`config.mk`:
```
export PLATFORM = sky130hd
export DESIGN_NAME = fru_controller
export DESIGN_NICKNAME = d
export VERILOG_FILES = /design/src/pkg/fru_pkg.sv /design/src/design/fru_tick.sv /design/src/design/fru_controller.sv
export SDC_FILE = /design/constraint.sdc
export NUM_CORES = 1
export LEC_CHECK = 0
export BUFFER_PORTS_ARGS = -buffer_cell sky130_fd_sc_hd__buf_4
export CORE_UTILIZATION = 55
export CTS_CLUSTER_DIAMETER = 100
export DETAILED_ROUTE_END_ITERATION = 8
export PLACE_DENSITY_LB_ADDON = 0.2
export SYNTH_ARGS = -nofsm -noshare
export SYNTH_HDL_FRONTEND = slang
export SYNTH_HIERARCHICAL = 1
export SYNTH_SLANG_ARGS = --single-unit
```
`constraint.sdc`:
```
create_clock -name clk_sys -period 10.5 [get_ports clk_sys]
set_input_delay 2.1 -clock clk_sys [delete_from_list [all_inputs] [get_ports clk_sys]]
set_output_delay 2.1 -clock clk_sys [all_outputs]
set_load 0.01 [all_outputs]
```
`src/pkg/fru_pkg.sv`:
```
`default_nettype none
package fru_pkg;
  localparam int unsigned CLK_HZ = 200_000_000;
  localparam int unsigned CLK_PERIOD_NS = 5;
  localparam int unsigned SEC_CYCLES = 1_000_000_000 / CLK_PERIOD_NS;
  // retry waits and limits in seconds
  localparam logic [13:0] WAIT1_S = 14'd1;
  localparam logic [13:0] WAIT2_S = 14'd5;
  localparam logic [13:0] WAIT3_S = 14'd10;
  localparam logic [13:0] WAITN_S = 14'd60;
  localparam logic [13:0] LIM5M_S = 14'd300;
  localparam logic [13:0] LIM10M_S = 14'd600;
  localparam logic [13:0] LIM30M_S = 14'd1800;
  localparam logic [13:0] LIM1H_S = 14'd3600;
  localparam logic [13:0] LIM2H_S = 14'd7200;
  localparam logic [13:0] LIM3H_S = 14'd10800;
  localparam logic [13:0] CONFIRM_HOLD_S = 14'd2;
  // register byte offsets
  localparam logic [7:0] OFS_CTRL = 8'h00;
  localparam logic [7:0] OFS_CLRSEL = 8'h04;
  localparam logic [7:0] OFS_REINIT = 8'h08;
  localparam logic [7:0] OFS_STATUS = 8'h0c;
  localparam logic [7:0] OFS_IRQSTAT = 8'h10;
  localparam logic [7:0] OFS_IRQMASK = 8'h14;
  // CTRL fields
  localparam int CTRL_AUTO_BIT = 0;
  localparam int CTRL_LIM_LSB = 1;
  localparam int CTRL_IOPROF_BIT = 4;
  localparam int CTRL_EXPERT_BIT = 5;
  localparam logic [5:0] CTRL_RESET = 6'h00;
  // CLRSEL fields: kind in [2:0], index in [6:3]
  localparam int CLRSEL_IDX_LSB = 3;
  localparam logic [6:0] CLRSEL_RESET = 7'h00;
  localparam logic [4:0] IRQ_RESET = 5'h00;
  localparam int IRQ_FAULT = 0;
  localparam int IRQ_RECOVER = 1;
  localparam int IRQ_ABANDON = 2;
  localparam int IRQ_MCLEAR = 3;
  localparam int IRQ_REINIT = 4;

  typedef enum logic [2:0] {
    LIM_5M = 3'b000, LIM_10M = 3'b001, LIM_30M = 3'b010, LIM_1H = 3'b011,
    LIM_2H = 3'b100, LIM_3H = 3'b101, LIM_UNL = 3'b110
  } fru_limit_t;

  typedef enum logic [2:0] {
    SRC_NONE = 3'b000, SRC_BASE = 3'b001, SRC_EXT = 3'b010, SRC_BASE_LOW = 3'b011,
    SRC_CAB = 3'b100, SRC_CMD = 3'b101
  } fru_src_sel_t;

  typedef enum logic [2:0] {
    ST_RUN = 3'b000, ST_RETRY = 3'b001, ST_LOCK = 3'b010, ST_ABANDON = 3'b011,
    ST_REINIT_CLR = 3'b100, ST_REINIT_RST = 3'b101
  } fru_state_t;

  typedef struct packed {
    logic [5:0] diBase;
    logic [5:0] diExt;
    logic [7:0] diCab;
    logic [15:0] cmdWord;
  } fru_inputs_t;

  typedef struct packed {
    logic stopReset;
    logic confirm;
  } fru_keys_t;
endpackage : fru_pkg
`default_nettype wire

```
`src/design/fru_tick.sv`:
```
`timescale 1ns/10ps
`default_nettype none
module fru_tick #(
  parameter int unsigned CYCLES = fru_pkg::SEC_CYCLES
) (
  input wire logic clk_sys,
  input wire logic reset,
  input wire logic restart,
  output logic tick
);
  localparam int W = $clog2(CYCLES + 1);
  logic [W-1:0] cnt_r;

  // restart realigns the second boundary to the event
  always_ff @(posedge clk_sys)
  begin
    if (reset || restart)
    begin
      cnt_r <= '0;
      tick <= 1'b0;
    end
    else if (cnt_r == W'(CYCLES - 1))
    begin
      cnt_r <= '0;
      tick <= 1'b1;
    end
    else
    begin
      cnt_r <= cnt_r + 1'b1;
      tick <= 1'b0;
    end
  end
endmodule : fru_tick
`default_nettype wire

```
`src/design/fru_controller.sv`:
```
// The placing of the registers and the APB register port were chosen for this implementation.
`timescale 1ns/10ps
`default_nettype none
// Function
// - auto recovery is off after reset; when on, the locked fault restarts only once the error is gone and run is permitted.
// - retry attempts are spaced by waits of 1 s, 5 s, 10 s and then 60 s for every later attempt.
// - when the recovery time limit runs out without success, auto recovery stops and the lock holds until power cycle.
// - the time limit selects 5, 10 or 30 min, 1, 2 or 3 h or unlimited, with 5 min after reset.
// - the time limit acts only while auto recovery is enabled, bounding repeated restarts.
// - the fault relay stays energised while auto recovery is in progress.
// - the fault-state output is low during retries and goes high once the device stays in fault.
// - a rising edge of the selected manual-clear source clears errors whose cause has gone, except once the time limit has run out.
// - the keypad stop/reset key clears errors just like the manual-clear source.
// - the manual-clear selector resets to none and offers base, extension, base low-level and cabinet inputs.
// - command word bits 0 to 10 serve as sources only in the I/O profile, bits 11 to 15 always.
// - reinitialisation first clears all errors, then restarts as after power off and on.
// - holding confirm for 2 s triggers reinitialisation and the request bit self-clears when done.
// - reinitialisation is accepted only when locked in fault and with expert access.
module fru_controller #(
  parameter int unsigned SEC_CYCLES = fru_pkg::SEC_CYCLES
) (
  input wire logic clk_sys,
  input wire logic reset,
  input wire logic psel,
  input wire logic penable,
  input wire logic pwrite,
  input wire logic [7:0] paddr,
  input wire logic [31:0] pwdata,
  output logic [31:0] prdata,
  output logic pready,
  output logic pslverr,
  input wire logic faultCause,
  input wire logic runPermit,
  input wire fru_pkg::fru_inputs_t srcIn,
  input wire fru_pkg::fru_keys_t keys,
  output logic faultRelay,
  output logic faultStateOut,
  output logic errClear,
  output logic drvRestart,
  output logic irq
);
  import fru_pkg::*;

  fru_state_t state_r, state_nxt;
  logic [5:0] ctrl_r;
  logic [6:0] clrSel_r;
  logic reinitReq_r;
  logic [4:0] irqStat_r, irqMask_r, irqEvt;
  logic [13:0] waitSec_r, totalSec_r, holdSec_r;
  logic [7:0] attempt_r;
  logic clrSrc_r, keyStop_r, confirmDone_r;
  logic secTick, tickRestart;
  logic autoEn, expert, ioProfile;
  fru_limit_t limSel;
  logic clrLevel, manualClr, locked, waitDone, limitHit, reinitGo;
  logic apbWr, apbRd, addrOk;

  assign autoEn = ctrl_r[CTRL_AUTO_BIT];
  assign limSel = fru_limit_t'(ctrl_r[CTRL_LIM_LSB +: 3]);
  assign ioProfile = ctrl_r[CTRL_IOPROF_BIT];
  assign expert = ctrl_r[CTRL_EXPERT_BIT];

  // wait in seconds for the current attempt number
  function automatic logic [13:0] retryWait(input logic [7:0] n);
    unique case (n)
      8'h00: retryWait = WAIT1_S;
      8'h01: retryWait = WAIT2_S;
      8'h02: retryWait = WAIT3_S;
      default: retryWait = WAITN_S;
    endcase
  endfunction : retryWait

  function automatic logic [13:0] limitSec(input fru_limit_t s);
    unique case (s)
      LIM_5M: limitSec = LIM5M_S;
      LIM_10M: limitSec = LIM10M_S;
      LIM_30M: limitSec = LIM30M_S;
      LIM_1H: limitSec = LIM1H_S;
      LIM_2H: limitSec = LIM2H_S;
      LIM_3H: limitSec = LIM3H_S;
      default: limitSec = '1;
    endcase
  endfunction : limitSec

  // a base or extension index above 5 or an unsupported kind reads as not assigned
  function automatic logic srcLevel(input logic [6:0] sel, input fru_inputs_t in, input logic iop);
    logic [3:0] idx;
    idx = sel[CLRSEL_IDX_LSB +: 4];
    srcLevel = 1'b0;
    unique case (fru_src_sel_t'(sel[2:0]))
      SRC_BASE: srcLevel = (idx < 4'd6) ? in.diBase[idx[2:0]] : 1'b0;
      SRC_EXT: srcLevel = (idx < 4'd6) ? in.diExt[idx[2:0]] : 1'b0;
      SRC_BASE_LOW: srcLevel = (idx < 4'd6) ? ~in.diBase[idx[2:0]] : 1'b0;
      SRC_CAB: srcLevel = in.diCab[idx[2:0]];
      SRC_CMD: srcLevel = (idx > 4'd10 || iop) ? in.cmdWord[idx] : 1'b0;
      default: srcLevel = 1'b0;
    endcase
  endfunction : srcLevel

  fru_tick #(
    .CYCLES(SEC_CYCLES)
  ) u_tick (
    .clk_sys(clk_sys),
    .reset(reset),
    .restart(tickRestart),
    .tick(secTick)
  );

  // timers realign on entry to the fault state
  assign tickRestart = (state_r == ST_RUN) && faultCause;

  assign clrLevel = srcLevel(clrSel_r, srcIn, ioProfile);
  assign manualClr = (clrLevel && !clrSrc_r) || (keys.stopReset && !keyStop_r);
  assign locked = (state_r == ST_RETRY) || (state_r == ST_LOCK) || (state_r == ST_ABANDON);
  assign waitDone = secTick && (waitSec_r + 14'd1 >= retryWait(attempt_r));
  assign limitHit = secTick && (limSel != LIM_UNL) && (totalSec_r + 14'd1 >= limitSec(limSel));
  assign reinitGo = reinitReq_r && locked && expert;

  always_ff @(posedge clk_sys)
  begin
    if (reset)
    begin
      clrSrc_r <= 1'b0;
      keyStop_r <= 1'b0;
    end
    else
    begin
      clrSrc_r <= clrLevel;
      keyStop_r <= keys.stopReset;
    end
  end

  // state machine
  always_comb
  begin
    state_nxt = state_r;
    unique case (state_r)
      ST_RUN:
        if (faultCause)
          state_nxt = autoEn ? ST_RETRY : ST_LOCK;
      ST_RETRY:
        if (reinitGo)
          state_nxt = ST_REINIT_CLR;
        else if (manualClr && !faultCause)
          state_nxt = ST_RUN;
        else if (!autoEn)
          state_nxt = ST_LOCK;
        else if (limitHit)
          state_nxt = ST_ABANDON;
        else if (waitDone && !faultCause && runPermit)
          state_nxt = ST_RUN;
      ST_LOCK:
        if (reinitGo)
          state_nxt = ST_REINIT_CLR;
        else if (manualClr && !faultCause)
          state_nxt = ST_RUN;
      ST_ABANDON:
        // only a reinitialisation stands in for the power cycle here
        if (reinitGo)
          state_nxt = ST_REINIT_CLR;
      ST_REINIT_CLR:
        state_nxt = ST_REINIT_RST;
      ST_REINIT_RST:
        state_nxt = ST_RUN;
      default:
        state_nxt = ST_RUN;
    endcase
  end

  always_ff @(posedge clk_sys)
  begin
    if (reset)
      state_r <= ST_RUN;
    else
      state_r <= state_nxt;
  end

  // attempt spacing and overall limit on the common tick
  always_ff @(posedge clk_sys)
  begin
    if (reset || state_r != ST_RETRY)
    begin
      waitSec_r <= '0;
      totalSec_r <= '0;
      attempt_r <= '0;
    end
    else if (secTick)
    begin
      if (totalSec_r != '1)
        totalSec_r <= totalSec_r + 14'd1;
      if (waitDone)
      begin
        waitSec_r <= '0;
        if (attempt_r != '1)
          attempt_r <= attempt_r + 8'd1;
      end
      else
        waitSec_r <= waitSec_r + 14'd1;
    end
  end

  // confirm key hold timer, runs while confirm is held until the hold time is reached
  always_ff @(posedge clk_sys)
  begin
    if (reset || !keys.confirm)
    begin
      holdSec_r <= '0;
      confirmDone_r <= 1'b0;
    end
    else if (secTick && !confirmDone_r)
    begin
      if (holdSec_r + 14'd1 >= CONFIRM_HOLD_S)
        confirmDone_r <= 1'b1;
      holdSec_r <= holdSec_r + 14'd1;
    end
  end

  // outputs, all registered
  always_ff @(posedge clk_sys)
  begin
    if (reset)
    begin
      faultRelay <= 1'b0;
      faultStateOut <= 1'b0;
      errClear <= 1'b0;
      drvRestart <= 1'b0;
      irq <= 1'b0;
    end
    else
    begin
      faultRelay <= (state_nxt == ST_RUN) || (state_nxt == ST_RETRY);
      faultStateOut <= (state_nxt == ST_LOCK) || (state_nxt == ST_ABANDON);
      errClear <= (state_nxt == ST_REINIT_CLR) || ((state_r != ST_RUN) && (state_nxt == ST_RUN)
        && (state_r != ST_REINIT_RST));
      drvRestart <= (state_nxt == ST_REINIT_RST);
      irq <= |(irqStat_r & irqMask_r);
    end
  end

  // APB slave, zero wait states
  assign apbWr = psel && penable && pwrite;
  assign apbRd = psel && penable && !pwrite;
  assign addrOk = (paddr == OFS_CTRL) || (paddr == OFS_CLRSEL) || (paddr == OFS_REINIT)
    || (paddr == OFS_STATUS) || (paddr == OFS_IRQSTAT) || (paddr == OFS_IRQMASK);

  always_ff @(posedge clk_sys)
  begin
    if (reset)
    begin
      ctrl_r <= CTRL_RESET;
      clrSel_r <= CLRSEL_RESET;
      irqMask_r <= IRQ_RESET;
    end
    else if (apbWr)
    begin
      if (paddr == OFS_CTRL)
        ctrl_r <= pwdata[5:0];
      if (paddr == OFS_CLRSEL)
        clrSel_r <= pwdata[6:0];
      if (paddr == OFS_IRQMASK)
        irqMask_r <= pwdata[4:0];
    end
  end

  // software or held confirm raises the request; completion drops it
  always_ff @(posedge clk_sys)
  begin
    if (reset)
      reinitReq_r <= 1'b0;
    else if (state_r == ST_REINIT_RST)
      reinitReq_r <= 1'b0;
    else if ((apbWr && paddr == OFS_REINIT && pwdata[0]) || (keys.confirm && secTick && !confirmDone_r
      && holdSec_r + 14'd1 >= CONFIRM_HOLD_S))
      reinitReq_r <= 1'b1;
    else if (!locked || !expert)
      reinitReq_r <= 1'b0;
  end

  assign irqEvt[IRQ_FAULT] = (state_r == ST_RUN) && (state_nxt != ST_RUN);
  assign irqEvt[IRQ_RECOVER] = (state_r == ST_RETRY) && (state_nxt == ST_RUN) && !manualClr;
  assign irqEvt[IRQ_ABANDON] = (state_r == ST_RETRY) && (state_nxt == ST_ABANDON);
  assign irqEvt[IRQ_MCLEAR] = locked && (state_nxt == ST_RUN) && manualClr;
  assign irqEvt[IRQ_REINIT] = (state_r == ST_REINIT_RST);

  // new events win over the read that clears
  always_ff @(posedge clk_sys)
  begin
    if (reset)
      irqStat_r <= IRQ_RESET;
    else if (apbRd && paddr == OFS_IRQSTAT)
      irqStat_r <= irqEvt;
    else
      irqStat_r <= irqStat_r | irqEvt;
  end

  always_ff @(posedge clk_sys)
  begin
    if (reset)
    begin
      prdata <= '0;
      pready <= 1'b0;
      pslverr <= 1'b0;
    end
    else
    begin
      pready <= psel && !penable;
      pslverr <= psel && !penable && !addrOk;
      prdata <= '0;
      if (psel && !penable && !pwrite)
      begin
        unique case (paddr)
          OFS_CTRL: prdata <= {26'h0, ctrl_r};
          OFS_CLRSEL: prdata <= {25'h0, clrSel_r};
          OFS_REINIT: prdata <= {31'h0, reinitReq_r};
          OFS_STATUS: prdata <= {8'h0, attempt_r, 5'h0, faultCause, faultStateOut, faultRelay,
            5'h0, state_r};
          OFS_IRQSTAT: prdata <= {27'h0, irqStat_r};
          OFS_IRQMASK: prdata <= {27'h0, irqMask_r};
          default: prdata <= '0;
        endcase
      end
    end
  end
endmodule : fru_controller
`default_nettype wire

```
Word level (Yosys, flattened, before mapping)
Cells that the tools add are included.
- add/sub/neg operators: 5
- magnitude comparators: 7
- equal/unequal tests: 33
- muxes and demuxes: 32
- bitwise gates (word level): 4
- reductions and logical operators: 78
- operators by type and width (operator ; number):
    $pmux 24 s6 ; 1
    $pmux 14 s6 ; 1
    $add 14x1->14 const B ; 3
    $logic_and 1x1->1 ; 32
    $add 28x1->28 const B ; 1
    $eq 28x28->1 const B ; 1
    $ge 14x14->1 ; 2
    $mux 3 ; 9
    $eq 3x2->1 const B ; 8
    $eq 3x3->1 const B ; 8
    $pmux 6 s3 ; 1
    $logic_or 1x1->1 ; 17
    $eq 8x4->1 const B ; 2
    $eq 8x5->1 const B ; 2
    $logic_not 8->1 ; 2
    $pmux 3 s5 ; 1
    $ge 14x2->1 const B ; 1
    $mux 14 ; 1
    $ne 14x14->1 const B ; 1
    $eq 3x1->1 const B ; 4
    $logic_not 1->1 ; 11
    $mux 1 ; 11
    $reduce_and 2->1 ; 5
    $bmux 1 s3 ; 3
    other kinds (24) ; 31
- register bits: 148
- input bits: 85
- word-level logic and storage cells: 182

Depth between registers and ports, before layout
- depth after elaboration: 17
- depth in mapped cells: 15
- mapped depth without buffers: 15

Modules after synthesis
Netlist, hierarchy kept.
- by module, submodules not included (module ; instances ; cells an instance ; area each (um2) ; seq. area each (um2)):
    fru_controller ; 1 ; 700 ; 5895.7 ; 2102.0
    fru_tick ; 1 ; 164 ; 1475.2 ; 580.6

Worst setup path after synthesis
No wires, ideal clock.
- kind: in2reg
- start: in srcIn[15] (netlist name)
- end: reg irqStat_r[3]
- library setup time: 117 ps
- arrival time: 3946 ps
- path slack: 6436 ps
- cell stages on the path: 8
- cells stage by stage: mux4_2 -> mux2i_1 -> nand2_1 -> and3_1 -> a311o_1 -> a211o_1 -> and3b_4 -> a32o_1
- word-level cells in the longest chain between the ends: 15
- elaborated cells on any way between the ends: 17
- classes of those cells: mux (10); bitwise (1); reduce/logical (6)
- ends and longest elaborated chain (item ; line ; source):
    from (decl) ; fru_controller.sv:34 ; input wire fru_pkg::fru_inputs_t srcIn,
    $bmux 1 s4 (*) ; fru_controller.sv:95 ; SRC_CMD: srcLevel = (idx > 4'd10 || iop) ? in.cmdWord[idx] : 1'b0;
    $mux 1 (not written as such) (*) ; fru_controller.sv:95 ;
    $mux 1 (*) ; fru_controller.sv:95 ;
    $pmux 1 s5 (*) ; fru_controller.sv:90 ; unique case (fru_src_sel_t'(sel[2:0]))
    $logic_and 1x1->1 (*) ; fru_controller.sv:113 ; assign manualClr = (clrLevel && !clrSrc_r) || (keys.stopReset && !keyStop_r);
    $logic_or 1x1->1 (*) ; fru_controller.sv:113 ;
    $logic_and 1x1->1 ; fru_controller.sv:144, fru_controller.sv:155 ;
    $mux 3, on equally long branches ; fru_controller.sv:155, fru_controller.sv:144 ;
    $mux 3, on equally long branches ; fru_controller.sv:153, fru_controller.sv:142 ;
    $pmux 3 s5 ; fru_controller.sv:137 ; unique case (state_r)
    $logic_not 3->1 ; fru_controller.sv:282 ; assign irqEvt[IRQ_MCLEAR] = locked && (state_nxt == ST_RUN) && manualClr;
    $logic_and 1x1->1 ; fru_controller.sv:282 ;
    $logic_and 1x1->1 (*) ; fru_controller.sv:282 ;
    $or 5x5->5 ; fru_controller.sv:293 ; irqStat_r <= irqStat_r | irqEvt;
    $mux 5 (*) ; fru_controller.sv:290 ; else if (apbRd && paddr == OFS_IRQSTAT)
    to (signal assigned) ; fru_controller.sv:291 ; irqStat_r <= irqEvt;
    to (signal assigned) ; fru_controller.sv:293 ;
    to (decl) ; fru_controller.sv:48 ; logic [4:0] irqStat_r, irqMask_r, irqEvt;
Every way passes the cells marked *; elsewhere a longest branch is shown, timed or not. The select of a mux whose other input is x is not followed.
A chain may end at the register's enable or synchronous reset.

Worst setup path in the final report
- start: in srcIn[13] (netlist name)
- end: reg irqStat_r[3]
Same word-level chain as after synthesis.

==> results.sh <==
export IMPL_status="finished, final reports clean"
export IMPL_cp_required_ns=10.82
export IMPL_synth_warnings=6
export IMPL_critical_path_endpoint_type="register"
export IMPL_synth_xor_area_share_pct=8.91
export IMPL_cap_viol_max_count=0
export IMPL_drc_errors=0
export IMPL_num_vias=6373
export IMPL_synth_mux_area_share_pct=5.06
export IMPL_grt_first_pass_wirelength_um=26800
export IMPL_synthesis_area_um2=7370
export IMPL_drtIter0Drc=378
export IMPL_syn2layout_area_growth_pct=17.0
export IMPL_peakVddDrop_v=0.000102
export IMPL_insertion_delay_ns=0.43
export IMPL_cp_top_family="compound AO/OA/AOI/OAI gates"
export IMPL_synth_compound_area_share_pct=12.2
export IMPL_maxSlewViolCount=0
export IMPL_postCtsHoldBufs=0
export IMPL_p_per_area_nw_per_um2=139
export IMPL_cp_slowest_stage_delay_ns=0.45
export IMPL_ys_seq_elements=134
export IMPL_cp_max_fo=4
export IMPL_die_width_um=118
export IMPL_reg2reg_depth=15
export IMPL_cts_setup_buffers=0
export IMPL_fin_skew_ns=0.00778
export IMPL_dieArea_um2=13900
export IMPL_synth_async_sr_flop_share_pct=0
export IMPL_ys_seq_area_share_pct=36.4
export IMPL_cp_depth=9
export IMPL_crit_arrival_ns=4.25
export IMPL_io_buffer_count=84
export IMPL_postSynthCellCount=864
export IMPL_drt_total_wl_um=15700
export IMPL_ys_top_cells_by_area="dfxtp_1, nor2_1, ha_1"
export IMPL_synthSimpleGateAreaFrac_pct=27.7
export IMPL_worst_pin_slew_ns=1.16
export IMPL_max_freq_mhz=254
export IMPL_grt_pass1_vias=5944
export IMPL_overflow=0
export IMPL_period_needed_ns=3.93
export IMPL_ys_types=71
export IMPL_n_antenna_cell=0
export IMPL_nets=1037
export IMPL_gp_congestion=0.821
export IMPL_cts_root_buf="clkbuf_16"
export IMPL_synth_top_family_by_area="simple AND/OR/NAND/NOR gates"
export IMPL_fin_crit_sh_pct=37.5
export IMPL_clock_sink_count=134
export IMPL_power_leakage_nw=3.13
export IMPL_core_area_um2=12800
export IMPL_viasPerCell=5.76
export IMPL_cts_tree="done"
export IMPL_ctsResizeCount=0
export IMPL_hold_path_class="register to register"
export IMPL_synthAdderAreaFrac_pct=4.92
export IMPL_fin_setup_tns_ns=0
export IMPL_io_pin_count=124
export IMPL_core_rowCount=41
export IMPL_antenna_found_initial=0
export IMPL_crit_type="primary input to register"
export IMPL_crit_chain="buf_4 > mux4_2 > mux2i_1 > nand2_1 > and3_1 > a311o_1 > a211o_1 > and3b_4 > a32o_1"
export IMPL_startpoint_type="primary input"
export IMPL_synth_top_cell_area_share_pct=36.4
export IMPL_path_clk_slew_ns=0.06
export IMPL_grt_start_max_net_pins=38
export IMPL_grt_usage_pct=23.4
export IMPL_setup_viol=0
export IMPL_place_hpwl_um=11000
export IMPL_synth_main_ff_cell="dfxtp_1"
export IMPL_slew_headroom_pct=22.6
export IMPL_antenna_left=0
export IMPL_crit_slowest_cell="mux4_2"
export IMPL_wl_per_cell_um=14.2
export IMPL_initial_core_util_pct=57.5
export IMPL_clockBufferDepth=2
export IMPL_rsz0062_at_grt="false"
export IMPL_avgSynthCellArea_um2=8.53
export IMPL_drt_first_pass_iters=6
export IMPL_cts_htree_levels=4
export IMPL_die_height_um=118
export IMPL_drive_gt1_share_pct=15.4
export IMPL_synth_edff_count=0
export IMPL_fin_area_um2=8630
export IMPL_holdPathStages=1
export IMPL_hold_violations=0
export IMPL_worstPathBufferInverterCount=1
export IMPL_cts_made_buffers=17
export IMPL_placed_area_um2=7990
export IMPL_yosysTopAreaCell="dfxtp_1"
[worst register-to-register path, cell delays in order (launching register included)]
cell	delay, ns
dfxtp_1	0.40
and3_1	0.23
nand3_1	0.16
nor2_1	0.25
and3_1	0.24
and3_1	0.26
xor2_1	0.17
ha_1	0.25
and2_1	0.18
a221oi_1	0.32
and3_1	0.20
o21ai_0	0.08
a41oi_1	0.32
a211o_1	0.22
and3b_4	0.22
a32o_1	0.16
[path summary, 6_finish.rpt]
kind	from	endpoint	slack (ns)
setup / recovery	srcIn[13]	irqStat_r[3]	6.57
hold / removal	faultRelay	prdata[8]	0.46
setup reg to reg	totalSec_r[0]	irqStat_r[3]	6.79
hold reg to reg	faultRelay	prdata[8]	0.46
[synthesized netlist by cell type, drive strengths merged (2+ instances only)]
cell type / count
nand3: 45
nor3: 33
mux4: 7
ha: 29
o31ai: 7
clkbuf: 32
a211oi: 17
xnor2: 35
and2: 19
nor2b: 10
nand2b: 9
buf: 28
nor2: 109
o311ai: 2
nand4: 22
nor4: 10
a31oi: 7
o21a: 4
o22ai: 2
a22oi: 3
dfxtp: 134
nor4b: 6
or3: 14
a21oi: 34
nand2: 72
xor2: 40
or4b: 2
o2111ai: 5
and3: 17
nor3b: 6
and4: 4
a221oi: 6
o21ai: 18
nand3b: 2
mux2i: 20
a21boi: 3
inv: 14
or4: 10
a21o: 6
a32o: 2
[flip-flops by register name, indices dropped and copies added, names as in the netlist, 5 cells and up]
signal and flops:
clrSel_r 7, totalSec_r 14, holdSec_r 14, irqMask_r 5
waitSec_r 14, prdata 18, ctrl_r 6, attempt_r 8
irqStat_r 5, u_tick/cnt_r 28
[cells by family (layout without fill, tap and decap cells)]
kind of cell	count (synthesis)	count (layout)
AOI/OAI and AO/OA	127	127
xor gates and xnor gates	75	75
adders and majority gates	29	29
buffers and inverters	74	132
DFF	134	134
muxes	28	28
other	1	14
and+or+nand+nor	396	396
[cell type report]
class	instances	area, µm²
clock buffer	17	425
inverter	14	52.6
sequential	134	2680
timing repair buffer	87	653
multi-input combinational	669	4390
tap	172	215
clock inverter	14	209
fill	1091	4200
[power breakdown]
part           internal [mW]  switching, mW
Clock                  0.417          0.221
Combinational         0.0237         0.0228
Sequential             0.512        0.00280
[placed cells by master, fill, tap and decap left out, types with 4 or more instances in the layout]
cell type and n:
dfxtp_1 134, nor2_1 109, buf_4 87, nand2_1 71, nand3_1 45, xor2_1 40, xnor2_1 35, nor3_1 33
a21oi_1 33, ha_1 29, nand4_1 21, mux2i_1 20, o21ai_0 18, and2_1 18, and3_1 17, clkbuf_16 17
inv_1 14, or3_1 14, conb_1 14, nor2b_1 10, a211oi_1 10, or4_1 9, nand2b_1 9, nor4_1 8
a31oi_1 7, mux4_2 7, o31ai_1 7, a211oi_2 7, a21o_1 6, nor4b_1 6, nor3b_1 6, a221oi_1 6
o2111ai_1 5, bufinv_16 5, o21a_1 4, clkinvlp_4 4, clkinv_2 4
[through the flow]
step	setup WS, ns	cells	total power, mW	hold WS (ns)	utilization, %
6_report	6.57	1107	1.20	0.458	67.3
5_1_grt	6.45	1107	1.23	0.490	67.3
4_1_cts	6.58	1107	1.21	0.465	67.3
3_5_place_dp	6.14	1076	0.571	0.451	62.3
3_3_place_gp	6.15	1076	0.571	0.443	62.3
2_1_floorplan	6.44	877	0.550	0.448	-
[routing by layer]
metal  track usage, %  up-vias  wire (µm)
li1                 -     3184          -
met1             29.3     3020       7360
met2             38.0      143       7290
met3             6.30       26        730
met4             9.54        0        299
met5                0        -          0
No activity file was read; power rests on OpenSTA's default activity.
